### config.mk
export PLATFORM = sky130hd
export DESIGN_NAME = cep_prioritizer
export DESIGN_NICKNAME = d
export VERILOG_FILES = /design/src/hw/cep_pkg.sv /design/src/hw/cep_prioritizer.sv /design/src/hw/cep_sync.sv
export VERILOG_INCLUDE_DIRS = /design/src /design/src/hw
export SDC_FILE = /design/constraint.sdc
export NUM_CORES = 1
export LEC_CHECK = 0
export BUFFER_PORTS_ARGS = -buffer_cell sky130_fd_sc_hd__clkbuf_2
export CORE_MARGIN = 2
export CORE_UTILIZATION = 45
export CTS_CLUSTER_DIAMETER = 120
export DETAILED_ROUTE_END_ITERATION = 6
export GPL_ROUTABILITY_DRIVEN = 0
export PLACE_DENSITY = 0.87
export SYNTH_ARGS = -nofsm -noshare
export SYNTH_HDL_FRONTEND = slang
export SYNTH_HIERARCHICAL = 1
export SYNTH_SLANG_ARGS = --single-unit
### constraint.sdc
create_clock -name clk -period 2 [get_ports clk]
set_input_delay 0 -clock clk [delete_from_list [all_inputs] [get_ports clk]]
set_output_delay 0 -clock clk [all_outputs]
set_load 0.02 [all_outputs]
### src/hw/cep_map.svh
// Contract
// - Rank all exceptions in one fixed order
// - Reset pin or power-on raises reset
// - Single step ranks directly below reset
// - Debug pin or break bit raises debug irq
// - Non-maskable line raises its exception
// - Only unmasked interrupt lines raise interrupt
// - Instruction breakpoint match below interrupts
// - Misaligned or protected fetch raises address error
// - Fetch bus error below fetch address error
// - Debug break opcode raises debug breakpoint
// - Service call opcode raises system call
// - Break opcode just below system call
// - Undefined opcode raises reserved instruction
// - Disabled coprocessor instruction raises unusable
// - Disabled extension instruction raises unusable
// - Signed overflow raises overflow exception, on checked instructions only
// - Trap only when condition is true
// - Data address or store value break
// - Misaligned or protected load below data break
// - Misaligned or protected store raises store error
// - Load or store bus error raises fault
// - Load data compare break ranks lowest
`ifndef CEP_MAP_SVH
`define CEP_MAP_SVH

// ==========================================
// Exception codes, priority order
`define CEP_W_CODE      5
`define CEP_N_SRC       23
`define CEP_IRQ_W       8
`define CEP_C_NONE      5'h00
`define CEP_C_RESET     5'h01
`define CEP_C_STEP      5'h02
`define CEP_C_DIRQ      5'h03
`define CEP_C_NMI       5'h04
`define CEP_C_IRQ       5'h05
`define CEP_C_IBRK      5'h06
`define CEP_C_FADDR     5'h07
`define CEP_C_FBUS      5'h08
`define CEP_C_DSWBRK    5'h09
`define CEP_C_SYS       5'h0A
`define CEP_C_BRK       5'h0B
`define CEP_C_UNDEF     5'h0C
`define CEP_C_CPU       5'h0D
`define CEP_C_EXT       5'h0E
`define CEP_C_OVF       5'h0F
`define CEP_C_TRAP      5'h10
`define CEP_C_DABRK     5'h11
`define CEP_C_LADDR     5'h12
`define CEP_C_SADDR     5'h13
`define CEP_C_DBUS      5'h14
`define CEP_C_LDBRK     5'h15

`endif

### src/hw/cep_pkg.sv
`include "cep_map.svh"

// ==========================================
// Shared types
package cep_pkg;
	typedef logic [`CEP_W_CODE-1:0] cep_code_t;  // Exception code
	typedef logic [`CEP_IRQ_W-1:0]  cep_irq_t;   // Interrupt lines
	typedef logic [`CEP_N_SRC-1:0]  cep_src_t;   // Request vector, bit 0 highest
endpackage : cep_pkg

### src/hw/cep_prioritizer.sv
`include "cep_map.svh"

// ==========================================
// Exception prioritizer top
module cep_prioritizer (
	input  wire logic          clk,
	input  wire logic          rst,
	// External pins (asynchronous)
	input  wire logic          master_reset_pin,
	input  wire logic          por_pin,
	input  wire logic          nmi_pin,
	input  wire logic          ext_debug_irq_in,
	// Interrupts
	input  wire cep_pkg::cep_irq_t irq_lines,
	input  wire cep_pkg::cep_irq_t irq_mask,
	// Debug control
	input  wire logic          debug_break_req_bit,
	input  wire logic          single_step_req,
	input  wire logic          instr_brk_match,
	// Fetch stage
	input  wire logic          fetch_valid,
	input  wire logic          fetch_misalign,
	input  wire logic          fetch_protected,
	input  wire logic          fetch_bus_err,
	// Execute stage
	input  wire logic          exec_valid,
	input  wire logic          debug_break_opcode,
	input  wire logic          service_call_opcode,
	input  wire logic          break_opcode,
	input  wire logic          undefined_opcode,
	input  wire logic          cop_instr,
	input  wire logic          cop_enabled,
	input  wire logic          ext_instr,
	input  wire logic          ext_enabled,
	input  wire logic          ovf_check_instr,
	input  wire logic          signed_ovf,
	input  wire logic          trap_instr,
	input  wire logic          trap_cond,
	// Memory stage
	input  wire logic          mem_valid,
	input  wire logic          mem_is_store,
	input  wire logic          mem_misalign,
	input  wire logic          mem_protected,
	input  wire logic          data_addr_match,
	input  wire logic          data_value_match,
	input  wire logic          data_bus_err,
	input  wire logic          load_data_match,
	// To the exception sequencer
	output logic               exc_valid,
	output cep_pkg::cep_code_t exc_code,
	output cep_pkg::cep_src_t  exc_pending
);
	import cep_pkg::*;

	// ==========================================
	// Pin synchronisers
	logic mrst_s;  // Reset pin, synchronised
	logic por_s;   // Power-on reset, synchronised
	logic nmi_s;   // Non-maskable line, synchronised
	logic dirq_s;  // Debug interrupt pin, synchronised

	cep_sync u_sync_mrst (
		.clk   (clk),
		.rst   (rst),
		.pin   (master_reset_pin),
		.level (mrst_s)
	);
	cep_sync u_sync_por (
		.clk   (clk),
		.rst   (rst),
		.pin   (por_pin),
		.level (por_s)
	);
	cep_sync u_sync_nmi (
		.clk   (clk),
		.rst   (rst),
		.pin   (nmi_pin),
		.level (nmi_s)
	);
	cep_sync u_sync_dirq (
		.clk   (clk),
		.rst   (rst),
		.pin   (ext_debug_irq_in),
		.level (dirq_s)
	);

	// ==========================================
	// Shared decode helpers

	// Misaligned or protected access; one decode for all three
	// Keeps fetch, load and store address faults in step
	function automatic logic addr_fault(
		input logic misalign,  // Not on its natural boundary
		input logic guarded    // Inside a protected region
	);
		return misalign | guarded;
	endfunction : addr_fault

	// Stage qualifier; a flag left in a bubble stays silent
	// Otherwise a squashed instruction could still raise a fault
	function automatic logic staged(
		input logic valid,  // Stage holds a real instruction
		input logic cond    // Raw condition from that stage
	);
		return valid & cond;
	endfunction : staged

	// ==========================================
	// Event exceptions, ranks 0 to 4
	logic     reset_exc;       // Master reset or power-on reset
	logic     debug_step_exc;  // Single-step stop
	logic     debug_irq_exc;   // Debug interrupt, pin or break bit
	logic     nmi_exc;         // Non-maskable interrupt
	cep_irq_t irq_live;        // Lines left over after the mask
	logic     irq_exc;         // Any unmasked line

	// Reset pin and power-on reset act alike
	// Both pass synchronisers, so a sub-cycle glitch is lost
	always_comb begin
		reset_exc = mrst_s | por_s;
	end

	// Single step stops after the instruction it follows
	// Only reset outranks it
	always_comb begin
		debug_step_exc = single_step_req;
	end

	// Debug pin is synchronised
	// Break bit already lives on this clock
	always_comb begin
		debug_irq_exc = dirq_s | debug_break_req_bit;
	end

	// Non-maskable line
	// No mask bit can hold it back
	always_comb begin
		nmi_exc = nmi_s;
	end

	// A set mask bit hides its line completely
	// Only the remaining lines can raise the exception
	always_comb begin
		irq_live = irq_lines & ~irq_mask;
		irq_exc  = |irq_live;
	end

	// ==========================================
	// Fetch-stage exceptions, ranks 5 to 7
	logic debug_instr_break_exc;  // Instruction breakpoint hit
	logic fetch_addr_exc;         // Misaligned or protected fetch
	logic fetch_bus_fault_exc;    // Bus error on the fetch

	// Instruction breakpoint counts only against a real fetch
	// Ranked below interrupts, above fetch faults
	always_comb begin
		debug_instr_break_exc = staged(fetch_valid, instr_brk_match);
	end

	// Address fault on the fetch address
	always_comb begin
		fetch_addr_exc = staged(fetch_valid,
			addr_fault(fetch_misalign, fetch_protected));
	end

	// Bus error on the fetch
	// Hidden by an address fault above it
	always_comb begin
		fetch_bus_fault_exc = staged(fetch_valid, fetch_bus_err);
	end

	// ==========================================
	// Execute-stage exceptions, ranks 8 to 15
	logic debug_sw_break_exc;      // Debug break opcode
	logic service_exc;             // Service call opcode
	logic break_instr_exc;         // Ordinary break opcode
	logic undefined_opcode_exc;    // Opcode outside the set
	logic cop_off_exc;             // Coprocessor not enabled
	logic disabled_ext_instr_exc;  // Extension not enabled
	logic arith_carry_out_exc;     // Checked signed overflow
	logic condition_check_exc;     // Trap whose condition holds

	// Debug break opcode
	// Highest of the execute-stage faults
	always_comb begin
		debug_sw_break_exc = staged(exec_valid, debug_break_opcode);
	end

	// Service call opcode
	always_comb begin
		service_exc = staged(exec_valid, service_call_opcode);
	end

	// Ordinary break opcode
	// One rank below the service call
	always_comb begin
		break_instr_exc = staged(exec_valid, break_opcode);
	end

	// Opcode the instruction set leaves undefined
	always_comb begin
		undefined_opcode_exc = staged(exec_valid, undefined_opcode);
	end

	// Coprocessor instruction while that coprocessor is off
	// Enabled coprocessor instructions pass untouched
	always_comb begin
		cop_off_exc = staged(exec_valid, cop_instr & ~cop_enabled);
	end

	// Extension instruction while the extension is off
	always_comb begin
		disabled_ext_instr_exc = staged(exec_valid,
			ext_instr & ~ext_enabled);
	end

	// Overflow only on an instruction that asks for the check
	// Wrapping arithmetic overflows silently
	always_comb begin
		arith_carry_out_exc = staged(exec_valid,
			ovf_check_instr & signed_ovf);
	end

	// Trap with a false condition raises nothing
	always_comb begin
		condition_check_exc = staged(exec_valid, trap_instr & trap_cond);
	end

	// ==========================================
	// Memory-stage exceptions, ranks 16 to 20
	logic is_load;                // Access is a load
	logic debug_load_break_exc;   // Address break on a load
	logic debug_store_break_exc;  // Address and value break on a store
	logic load_addr_exc;          // Misaligned or protected load
	logic store_misalign_exc;     // Misaligned or protected store
	logic data_bus_fault_exc;     // Bus error on a load or a store
	logic load_data_break_exc;    // Loaded data hit a breakpoint

	// One direction flag serves loads and stores alike
	always_comb begin
		is_load = ~mem_is_store;
	end

	// A load breaks on its address alone
	always_comb begin
		debug_load_break_exc = staged(mem_valid, is_load & data_addr_match);
	end

	// A store breaks only when address and value both match
	// Address alone is not enough on a store
	always_comb begin
		debug_store_break_exc = staged(mem_valid,
			mem_is_store & data_addr_match & data_value_match);
	end

	// Address fault on a load
	// Ranked below the data address break
	always_comb begin
		load_addr_exc = staged(mem_valid,
			is_load & addr_fault(mem_misalign, mem_protected));
	end

	// Address fault on a store
	always_comb begin
		store_misalign_exc = staged(mem_valid,
			mem_is_store & addr_fault(mem_misalign, mem_protected));
	end

	// Bus error reported for either direction
	// Hidden by any address fault of the same access
	always_comb begin
		data_bus_fault_exc = staged(mem_valid, data_bus_err);
	end

	// Compare of the loaded data, ranked last of all
	// Shows as winner only when nothing else is pending
	always_comb begin
		load_data_break_exc = staged(mem_valid, is_load & load_data_match);
	end

	// ==========================================
	// Request vector, bit index = rank (0 highest)
	cep_src_t req;  // All raw requests

	// Pack the requests in rank order; the two spare bits stay low
	always_comb begin
		req     = '0;
		// Events
		req[0]  = reset_exc;
		req[1]  = debug_step_exc;
		req[2]  = debug_irq_exc;
		req[3]  = nmi_exc;
		req[4]  = irq_exc;
		// Fetch stage
		req[5]  = debug_instr_break_exc;
		req[6]  = fetch_addr_exc;
		req[7]  = fetch_bus_fault_exc;
		// Execute stage
		req[8]  = debug_sw_break_exc;
		req[9]  = service_exc;
		req[10] = break_instr_exc;
		req[11] = undefined_opcode_exc;
		req[12] = cop_off_exc;
		req[13] = disabled_ext_instr_exc;
		req[14] = arith_carry_out_exc;
		req[15] = condition_check_exc;
		// Memory stage
		req[16] = debug_load_break_exc | debug_store_break_exc;
		req[17] = load_addr_exc;
		req[18] = store_misalign_exc;
		req[19] = data_bus_fault_exc;
		req[20] = load_data_break_exc;
	end

	// ==========================================
	// Fixed-priority pick
	function automatic cep_code_t pick(input cep_src_t r);
		cep_code_t c;
		c = `CEP_C_NONE;
		// Scan lowest rank first so highest overwrites
		for (int i = `CEP_N_SRC - 1; i >= 0; i--) begin
			if (r[i]) begin
				c = cep_code_t'(i + 1);
			end
		end
		return c;
	endfunction : pick

	cep_code_t next_code;  // Winning code this cycle

	// Choose the single winner
	always_comb begin
		next_code = pick(req);
	end

	// ==========================================
	// Registered outputs
	always_ff @(posedge clk or posedge rst) begin
		if (rst) begin
			exc_valid <= 1'b0;
			exc_code  <= `CEP_C_NONE;
		end else begin
			exc_valid <= (next_code != `CEP_C_NONE);
			exc_code  <= next_code;
		end
	end

	// Raw pending view for visibility
	always_ff @(posedge clk or posedge rst) begin
		if (rst) begin
			exc_pending <= '0;
		end else begin
			exc_pending <= req;
		end
	end
endmodule : cep_prioritizer

### src/hw/cep_sync.sv
`include "cep_map.svh"

// ==========================================
// Three-stage pin synchroniser, change on stage 2/3 agreement
module cep_sync (
	input  wire logic clk,
	input  wire logic rst,
	input  wire logic pin,
	output logic      level
);
	logic s1;  // First stage, read only by s2
	logic s2;  // Second stage
	logic s3;  // Third stage

	// Shift chain
	always_ff @(posedge clk or posedge rst) begin
		if (rst) begin
			s1 <= 1'b0;
			s2 <= 1'b0;
			s3 <= 1'b0;
		end else begin
			s1 <= pin;
			s2 <= s1;
			s3 <= s2;
		end
	end

	// Accept a change only once stages agree
	always_ff @(posedge clk or posedge rst) begin
		if (rst) begin
			level <= 1'b0;
		end else if (s2 == s3) begin
			level <= s3;
		end
	end
endmodule : cep_sync

# After elaboration in Yosys (flattened, before gate mapping)
# Index checks and enable logic that the tools add are counted.
[totals]
romBits = 0
latch_bits = 0
mem_bits_rw = 0
memories = 0
inputBits = 50
regBits = 43
[classes]
n_bitwise = 37
n_mul = 0
addsub = 0
eq_ne = 4
mux = 21
n_reduce_logical = 2
shift = 0
n_lt_le_gt_ge = 0
n_div = 0
[ops]
columns = ["cell", "count"]
rows = [
  ["two-way mux 5 bit", 21],
  ["AND 1 bit", 27],
  ["AND 8 bit", 1],
  ["NOT 8 bit", 1],
  ["OR reduction 8 bit", 1],
  ["bitwise OR 1 bit", 5],
  ["nonzero test 5 bit", 1],
  ["== test 1 bit", 4],
  ["NOT 1 bit", 3],
]

# Longest topological paths before layout
# Gate-level depths: netlist of the first run.
[depth]
word_depth = 25
mapped_depth = 8

# By module
# The synthesis of the first run kept the hierarchy.
[by_module_without_submodules]
columns = ["mod", "n_inst", "cells_each", "seq_area_each_um2", "area_each_um2"]
rows = [
  ["cep_prioritizer", 1, 114, 675.6, 1199.9],
  ["cep_sync", 4, 6, 100.1, 115.1],
]

# Least setup slack after synthesis of the first run
# Ideal clock, no wire load.
[synth_path]
kind = "input to register"
start = "input port ovf_check_instr"
end = "register exc_valid"
path_slack_ns = 0.406
stages = 6
path_buffers = 0
t_arrival_ns = 1.456
cell_sequence = "and2_4 or4_4 a22oi_2 o211ai_1 o311a_2 or4_1"
[synth_via]
elab_chain_cells = 18
[synth_lines]
columns = ["item", "line", "text"]
rows = [
  ["start, declared", "cep_prioritizer.sv:35", "input wire logic ovf_check_instr,"],
  ["AND 1 bit", "cep_prioritizer.sv:221", "ovf_check_instr & signed_ovf);"],
  ["AND 1 bit", "cep_prioritizer.sv:105", "return valid & cond;"],
  ["two-way mux 5 bit (15 in a row)", "cep_prioritizer.sv:322", "if (r[i]) begin"],
  ["net next_code[1]", "cep_prioritizer.sv:329", "cep_code_t next_code;"],
  ["nonzero test 5 bit (no line)", "n/a", ""],
  ["end signal, assigned", "cep_prioritizer.sv:343", "exc_valid <= (next_code != `CEP_C_NONE);"],
  ["end, declared", "cep_prioritizer.sv:49", "output logic exc_valid,"],
]
# The timed path passes the listed nets, and every way through them passes these cells.
# A chain may end at the register's enable or synchronous reset.

# Worst setup path after layout of the first run
[layout_path]
start = "input port fetch_misalign"
end = "register exc_valid"
[layout_via]
elab_chain_cells = 10
[layout_lines]
columns = ["item", "line", "text"]
rows = [
  ["start, declared", "cep_prioritizer.sv:22", "input wire logic fetch_misalign,"],
  ["bitwise OR 1 bit", "cep_prioritizer.sv:96", "return misalign | guarded;"],
  ["AND 1 bit", "cep_prioritizer.sv:105", ""],
  ["net fetch_addr_exc", "cep_prioritizer.sv:151", "logic fetch_addr_exc;"],
  ["two-way mux 5 bit (7 in a row)", "cep_prioritizer.sv:322", ""],
  ["net next_code[0]", "cep_prioritizer.sv:329", ""],
  ["nonzero test 5 bit (no line)", "n/a", ""],
]
# The timed path passes the listed nets, and every way through them passes these cells.

==> flow_metrics.env, run 1 <==
export IMPL_drcViolationCount=0
export IMPL_start_kind="input port"
export IMPL_synth_top_family_by_area="simple AND/OR/NAND/NOR gates"
export IMPL_die_y_um=64.7
export IMPL_setup_viol=0
export IMPL_finClkSkew_ns=0.00684
export IMPL_crit_family="compound AO/OA/AOI/OAI gates"
export IMPL_synth_area_leader_cell="dfrtp_1"
export IMPL_reg_top3="exc_pending: 21 flops, exc_code: 5 flops"
export IMPL_cts_tree="built"
export IMPL_synth_most_common_cell="dfrtp_1"
export IMPL_cts_setup_buffers=0
export IMPL_max_freq_mhz=516
export IMPL_avgViaCountPerCell=4.69
export IMPL_path_buf_inv=2
export IMPL_wirelength_mm=3.74
export IMPL_htreeDepth=2
export IMPL_hold_viol=0
export IMPL_dieArea_um2=4190
export IMPL_critical_path_arrival_ns=2.11
export IMPL_post_route_cells_drive_above_1_share=0.412
export IMPL_route_vias_total=1341
export IMPL_ys_ff_latch=43
export IMPL_start_util=0.460
export IMPL_ys_seq_area_frac=0.648
export IMPL_dr_max_layer_used="met4"
export IMPL_synthesis_area_um2=1660
export IMPL_dr_wl_met2_mm=2.00
export IMPL_grt_overflow_total=0
export IMPL_drv_slew=0
export IMPL_antenna_cells=0
export IMPL_finalCritPeriodShare=0.969
export IMPL_grt_pass1_wl_mm=5.87
export IMPL_grt_max_degree=28
export IMPL_ys_top_cells_by_count="43 x dfrtp_1, 19 x inv_1, 9 x nor2_1"
export IMPL_grt_pass1_vias=1340
export IMPL_antenna_found_initial=0
export IMPL_cap_violations=0
export IMPL_grt_use_total=0.186
export IMPL_firstDrtPassIters=4
export IMPL_rsz0062_at_grt="false"
export IMPL_ys_types=37
export IMPL_synth_xor_area_share=0
export IMPL_status="finished clean"
export IMPL_clk_path_buf_depth=2
export IMPL_rows=22
export IMPL_slowest_stage="dlygate4sd3_1"
export IMPL_finalNetCount=289
export IMPL_clk_latency_ns=0.29
export IMPL_wl_met3_um=241
export IMPL_post_synth_mux_area_share=0
export IMPL_numPlacedInstances=262
export IMPL_max_stage_delay_ns=0.55
export IMPL_area_delta_synth_final_pct=43.8
export IMPL_multi_input_area_um2=532
export IMPL_p_leak_nw=1.25
export IMPL_numCtsBuffers=5
export IMPL_fin_cells=286
export IMPL_die_w_um=64.7
export IMPL_hpwlAfterDp_mm=2.80
export IMPL_irDropWorstVdd_mv=0.413
export IMPL_synth_compound_area_frac=0.121
export IMPL_io_pins=79
export IMPL_largest_reg_flops=21
export IMPL_port_buffers=76
export IMPL_synth_area_leaders="dfrtp_1 65%, inv_1 4.3%, maj3_2 2.7%"
export IMPL_tns_ns=0
export IMPL_synth_top_cell_area_share=0.648
export IMPL_wl_met1_mm=1.46
export IMPL_regMostFlops="exc_pending"
export IMPL_syn_inst=138
export IMPL_period_minus_slack_ns=1.94
export IMPL_core_area_um2=3610
export IMPL_hold_path_class="input port to flop"
export IMPL_crit_chain="dlygate4sd3_1 > clkbuf_2 > o21a_1 > nand2b_1 > a221oi_1 > a21oi_1 > a211o_1 > or4_1"
export IMPL_clk_pin_slew_ns=0.07
export IMPL_crit_fanout=3
export IMPL_cts_sinks=43
export IMPL_synth_simple_gate_area_share=0.147
export IMPL_fillers=296
export IMPL_ctsRootBufferMaster="clkbuf_8"
export IMPL_cp_required_ns=2.17
export IMPL_synth_ff_type="dfrtp_1"
export IMPL_timing_worst_setup_path_type="input port to flop"
export IMPL_initialDrtViolationCount=36
export IMPL_wl_per_cell_um=13.1
export IMPL_ys_warn_count=6
export IMPL_ant_nets=0
export IMPL_p_per_area_nw_per_um2=716
export IMPL_endpoint_kind="flop"
export IMPL_synth_edf_count=0
export IMPL_ys_async_sr_fraction=1.00
export IMPL_regArea_um2=1080
export IMPL_syn_avg_cell_area_um2=12.0
export IMPL_synth_fa_ha_area_frac=0.0271
## cell usage in the layout (no fill, tap or decap), drive strengths merged, types with 2 or more instances in the layout
cell type / n
clkbuf: 82
dfrtp: 43
inv: 19
dlygate4sd3: 18
nor2: 9
and2: 8
nand2: 5
a21oi: 5
nor2b: 4
o22ai: 4
maj3: 4
o21ai: 3
or4: 3
o21a: 2
o31ai: 2
or4b: 2
o211ai: 2
conb: 2
buf: 2
nand2b: 2
and3: 2
a31oi: 2
## logic make-up (layout without fill, tap and decap cells)
| group | count (synthesis) | after routing |
|---|---|---|
| buffers and inverters | 22 | 121 |
| AOI/OAI and AO/OA | 28 | 28 |
| other | 1 | 2 |
| adders and majority gates | 4 | 4 |
| and+or+nand+nor | 40 | 40 |
| DFF | 43 | 43 |
## worst reg2reg max path: cells and delay by family (launching register included)
family / cells / cell delay, ns
AND/OR/NAND/NOR: 5 / 1.07
flip-flops: 1 / 0.39
buffers and inverters: 1 / 0.08
## report_power, final
| group | total (mW) | leakage [nW] | internal (mW) | switching, mW |
|---|---|---|---|---|
| Clock | 0.486 | 0.0371 | 0.232 | 0.254 |
| Combinational | 0.284 | 0.693 | 0.131 | 0.152 |
| Sequential | 0.939 | 0.523 | 0.918 | 0.0202 |
| Total | 1.71 | 1.25 | 1.28 | 0.427 |
## per-layer routing
| metal | up-vias | global-route usage |
|---|---|---|
| li1 | 669 | - |
| met1 | 612 | 0.213 |
| met2 | 56 | 0.336 |
| met3 | 4 | 0.0486 |
| met4 | 0 | 0.0612 |
| met5 | - | 0 |
## what timing repair did
item,in CTS,in global routing
endpoints found under the hold margin,56,1
resized for setup,0,5
hold buffers,17,1
setup endpoints to repair,0,1
## final cells by class
class                           count  share of cell area
Inverter                           19              0.0299
Sequential cell                    43               0.451
Multi-Input combinational cell     74               0.223
Tap cell                           48              0.0252
Timing Repair Buffer               96               0.241
Clock buffer                        6              0.0304
## worst paths after layout
kind	from	to	cells past startpoint	slack, ns
max	fetch_misalign	exc_valid	8	0.06
min	break_opcode	exc_pending[10]	2	0.01
min reg2reg	u_sync_nmi/s1	u_sync_nmi/s2	0	0.36
min in group asynchronous	rst	u_sync_por/s1	3	0.16
max in group asynchronous	rst	exc_pending[4]	4	1.40
max reg2reg	u_sync_dirq/level	exc_code[4]	6	0.37
## stage by stage
step | instance area [um^2] | utilization | setup slack [ns] | hold WS (ns) | power [mW]
2_1_floorplan | 1660 | - | 0.406 | -0.234 | 1.09
3_3_place_gp | 2100 | 0.582 | 0.220 | -0.0822 | 1.20
3_5_place_dp | 2100 | 0.582 | 0.118 | -0.0791 | 1.20
4_1_cts | 2340 | 0.650 | 0.0689 | 0.000173 | 1.71
5_1_grt | 2390 | 0.662 | 0.00337 | 0.00766 | 1.80
6_report | 2390 | 0.662 | 0.0617 | 0.0127 | 1.71
No activity file was read; power rests on OpenSTA's default activity.
==> run 2: changes to the inputs <==
- CTS_BUF_LIST: default -> sky130_fd_sc_hd__clkbuf_4 sky130_fd_sc_hd__clkbuf_8 sky130_fd_sc_hd__clkbuf_16
==> run 2 against run 1 <==
Compared with the run above:
- critical endpoint unchanged
- largest power group unchanged
- cell count stayed put
- sequential cell count unchanged
- combinational power is essentially flat
- cell area increased by 0.16%
==> flow_metrics.env, run 2 (same netlist as run 1, synthesis figures left out) <==
export IMPL_wl_met3_um=241
export IMPL_die_w_um=64.7
export IMPL_finalCritPeriodShare=0.969
export IMPL_dieArea_um2=4190
export IMPL_regMostFlops="exc_pending"
export IMPL_multi_input_area_um2=532
export IMPL_fin_util=0.663
export IMPL_reg_top3="exc_pending: 21 flops, exc_code: 5 flops"
export IMPL_start_util=0.460
export IMPL_period_minus_slack_ns=1.94
export IMPL_io_pins=79
export IMPL_rows=22
export IMPL_setup_viol=0
export IMPL_cts_sinks=43
export IMPL_initialDrtViolationCount=36
export IMPL_regArea_um2=1080
export IMPL_grt_pass1_wl_mm=5.87
export IMPL_p_leak_nw=1.26
export IMPL_route_vias_total=1341
export IMPL_area_delta_synth_final_pct=44.0
export IMPL_clk_path_buf_depth=2
export IMPL_endpoint_kind="flop"
export IMPL_layout_cells_most_common="clkbuf_2"
export IMPL_dpl_worst_slack_ns=0.118
export IMPL_crit_fanout=3
export IMPL_post_route_cells_drive_above_1_share=0.416
export IMPL_status="finished clean"
export IMPL_grt_pass1_vias=1340
export IMPL_htreeDepth=2
export IMPL_cap_violations=0
export IMPL_p_per_area_nw_per_um2=720
export IMPL_hpwlAfterDp_mm=2.80
export IMPL_clk_pin_slew_ns=0.07
export IMPL_grt_max_degree=28
export IMPL_port_buffers=76
export IMPL_hold_path_class="input port to flop"
export IMPL_max_freq_mhz=516
export IMPL_die_y_um=64.7
export IMPL_core_area_um2=3610
export IMPL_setup_slack_ns=0.0617
export IMPL_wl_met1_mm=1.46
export IMPL_drcViolationCount=0
export IMPL_cp_required_ns=2.17
export IMPL_antenna_found_initial=0
export IMPL_ant_nets=0
export IMPL_dr_wl_met2_mm=2.00
export IMPL_hold_viol=0
export IMPL_drv_slew=0
export IMPL_start_kind="input port"
export IMPL_largest_reg_flops=21
export IMPL_finalNetCount=289
export IMPL_irDropWorstVdd_mv=0.414
export IMPL_dpl_cell_area_um2=2100
export IMPL_rsz0062_at_grt="false"
export IMPL_cts_setup_buffers=0
export IMPL_antenna_cells=0
export IMPL_fillers=296
export IMPL_fin_cells=286
export IMPL_numCtsBuffers=5
export IMPL_wirelength_mm=3.74
export IMPL_numPlacedInstances=262
export IMPL_firstDrtPassIters=4
export IMPL_cts_tree="built"
export IMPL_timing_worst_setup_path_type="input port to flop"
export IMPL_dr_max_layer_used="met4"
export IMPL_avgViaCountPerCell=4.69
export IMPL_finClkSkew_ns=0.00684
export IMPL_critical_path_arrival_ns=2.11
export IMPL_p_total_mw=1.72
export IMPL_grt_overflow_total=0
export IMPL_grt_use_total=0.186
export IMPL_ctsRootBufferMaster="clkbuf_8"
export IMPL_design_area_um2=2390
export IMPL_layout_common_cells="76 x clkbuf_2, 43 x dfrtp_1, 19 x inv_1, 18 x dlygate4sd3_1, 9 x nor2_1"
export IMPL_tns_ns=0
export IMPL_wl_per_cell_um=13.1
export IMPL_clk_latency_ns=0.29
export IMPL_holdWs_ns=0.0127
run 2: what timing repair did:
item                                    CTS  global route
gates resized for setup                   0             5
endpoints found under the hold margin    56             1
endpoints found under the setup margin    0             1
hold buffers                             17             1
run 2: final timing paths:
check	slack, ns	cells after the start	endpoint	start
setup / recovery	0.06	8	exc_valid	fetch_misalign
hold / removal	0.01	2	exc_pending[10]	break_opcode
setup reg to reg	0.36	6	exc_code[4]	u_sync_dirq/level
hold reg to reg	0.36	0	u_sync_nmi/s2	u_sync_nmi/s1
max in group asynchronous	1.40	4	exc_pending[4]	rst
min in group asynchronous	0.16	3	u_sync_por/s1	rst
run 2: critical path: stages:
cell,delay [ns]
dlygate4sd3_1,0.55
clkbuf_2,0.12
o21a_1,0.20
nand2b_1,0.15
a221oi_1,0.26
a21oi_1,0.10
a211o_1,0.25
or4_1,0.47
run 2: power by group:
| part | internal [mW] | switching (mW) |
|---|---|---|
| combinational | 0.131 | 0.152 |
| clock | 0.246 | 0.254 |
| sequential | 0.918 | 0.0202 |
| total | 1.30 | 0.427 |
run 2: cell type report:
type,instances,share of cell area
sequential,43,0.450
timing repair buffer,96,0.241
multi-input combinational,74,0.222
clock buffer,6,0.0319
inverter,19,0.0298
tap,48,0.0251
run 2: layer usage:
metal | vias up | track usage
met4 | 0 | 0.0612
met3 | 4 | 0.0486
li1 | 669 | -
met5 | - | 0
met1 | 612 | 0.213
met2 | 56 | 0.336
==> run 3: changes to the inputs <==
- PLACE_DENSITY: 0.87 -> default
- PLACE_DENSITY_LB_ADDON: default -> 0.08
==> run 3 against run 2 <==
Compared with the run above:
- register-to-register slack got worse by 0.04 ns
- global-route usage decreased by 0.30 points
- wire length decreased by 3.3%
- worst setup slack improved by 0.013 ns
- sequential cell count unchanged
- clock power increased by 27%
- cell count increased by 0.70%
- count of clock-buffer cells in the layout unchanged
- sequential power about the same
- hold slack improved by 0.0055 ns
- clock skew decreased by 0.0031 ns
- highest routed layer unchanged
- combinational power about the same
==> flow_metrics.env, run 3 (same netlist as run 1, synthesis figures left out) <==
export IMPL_setup_viol=0
export IMPL_initialDrtViolationCount=91
export IMPL_clk_latency_ns=0.28
export IMPL_port_buffers=76
export IMPL_area_delta_synth_final_pct=46.5
export IMPL_grt_overflow_total=0
export IMPL_cp_required_ns=2.16
export IMPL_reg2reg_slack_ns=0.32
export IMPL_max_stage_delay_ns=0.53
export IMPL_p_total_mw=1.86
export IMPL_htreeDepth=2
export IMPL_io_pins=79
export IMPL_start_util=0.460
export IMPL_numPlacedInstances=262
export IMPL_core_area_um2=3610
export IMPL_ctsRootBufferMaster="clkbuf_8"
export IMPL_timing_worst_setup_path_type="input port to flop"
export IMPL_cap_violations=0
export IMPL_die_w_um=64.7
export IMPL_dieArea_um2=4190
export IMPL_status="finished clean"
export IMPL_drcViolationCount=0
export IMPL_post_route_cells_drive_above_1_share=0.425
export IMPL_layout_cells_most_common="clkbuf_2"
export IMPL_wirelength_mm=3.62
export IMPL_antenna_cells=0
export IMPL_hold_viol=0
export IMPL_finalCritPeriodShare=0.963
export IMPL_p_leak_nw=1.27
export IMPL_route_vias_total=1388
export IMPL_hold_path_class="input port to flop"
export IMPL_crit_fanout=4
export IMPL_hpwlAfterDp_mm=2.67
export IMPL_critical_path_arrival_ns=2.08
export IMPL_regMostFlops="exc_pending"
export IMPL_max_freq_mhz=519
export IMPL_antenna_found_initial=0
export IMPL_largest_reg_flops=21
export IMPL_reg_top3="exc_pending: 21 flops, exc_code: 5 flops"
export IMPL_rows=22
export IMPL_crit_chain="dlygate4sd3_1 > clkbuf_2 > nand2b_1 > and3_4 > o311ai_2 > a21oi_1 > a211o_1 > or4_1"
export IMPL_grt_pass1_wl_mm=5.87
export IMPL_firstDrtPassIters=4
export IMPL_fin_cells=288
export IMPL_clk_path_buf_depth=2
export IMPL_grt_max_degree=28
export IMPL_grt_use_total=0.183
export IMPL_dpl_worst_slack_ns=0.151
export IMPL_setup_slack_ns=0.0746
export IMPL_drv_slew=0
export IMPL_layout_common_cells="76 x clkbuf_2, 43 x dfrtp_1, 19 x inv_1, 18 x dlygate4sd3_1, 9 x nor2_1"
export IMPL_endpoint_kind="flop"
export IMPL_fin_util=0.675
export IMPL_clk_pin_slew_ns=0.07
export IMPL_cts_tree="built"
export IMPL_slowest_stage="dlygate4sd3_1"
export IMPL_finClkSkew_ns=0.00376
export IMPL_period_minus_slack_ns=1.93
export IMPL_finalNetCount=290
export IMPL_irDropWorstVdd_mv=0.524
export IMPL_numCtsBuffers=5
export IMPL_fillers=282
export IMPL_ant_nets=0
export IMPL_avgViaCountPerCell=4.82
export IMPL_start_kind="input port"
export IMPL_cts_sinks=43
export IMPL_grt_pass1_vias=1396
export IMPL_wl_per_cell_um=12.6
export IMPL_die_y_um=64.7
export IMPL_holdWs_ns=0.0182
export IMPL_p_per_area_nw_per_um2=764
## run 3: worst paths after layout
check / end / depth (start not counted) / startpoint
max: exc_valid / 8 / mem_is_store
min: exc_pending[7] / 2 / fetch_bus_err
max reg2reg: exc_valid / 4 / u_sync_por/level
min reg2reg: u_sync_mrst/s2 / 0 / u_sync_mrst/s1
max in group asynchronous: exc_pending[1] / 4 / rst
min in group asynchronous: u_sync_mrst/s3 / 3 / rst
## run 3: through the flow
step | setup TNS [ns] | instance area, um^2
3_3_place_gp | 0 | 2100
4_1_cts | 0 | 2390
2_1_floorplan | 0 | 1660
6_report | 0 | 2430
3_5_place_dp | 0 | 2100
5_1_grt | -0.00278 | 2430
## run 3: timing repair
| item | CTS | global route |
|---|---|---|
| hold buffers | 18 | 0 |
| endpoints found under the hold margin | 57 | 0 |
| buffers inserted | 0 | 1 |
| setup endpoints to repair | 0 | 1 |
| gates resized for setup | 0 | 6 |
## run 3: worst max-delay path: cells and delay by family
kind | cells | cell delay, ns
buffers and inverters | 2 | 0.66
AND/OR/NAND/NOR | 3 | 0.80
AO/OA/AOI/OAI | 3 | 0.62
## run 3: routing by layer
metal  part of all wire  vias up  wire (um)  GRT usage
met5                  0        -          0          0
met1               0.41      672       1470      0.196
met3              0.049        5        178     0.0625
met4              0.013        0         46     0.0505
met2               0.53       44       1920      0.340
li1                   -      667          -          -
## run 3: final cells by class
class,instances,area (um^2),share of cell area
tap,48,60.1,0.0247
inverter,19,71.3,0.0293
clock inverter,1,30.0,0.0123
multi-input combinational,74,536,0.220
timing repair buffer,97,583,0.240
sequential,43,1080,0.442
clock buffer,6,76.3,0.0314
## run 3: power breakdown
group	leakage, nW	internal [mW]	switching (mW)
Combinational	0.696	0.134	0.152
Sequential	0.523	0.918	0.0199
Clock	0.0547	0.379	0.255
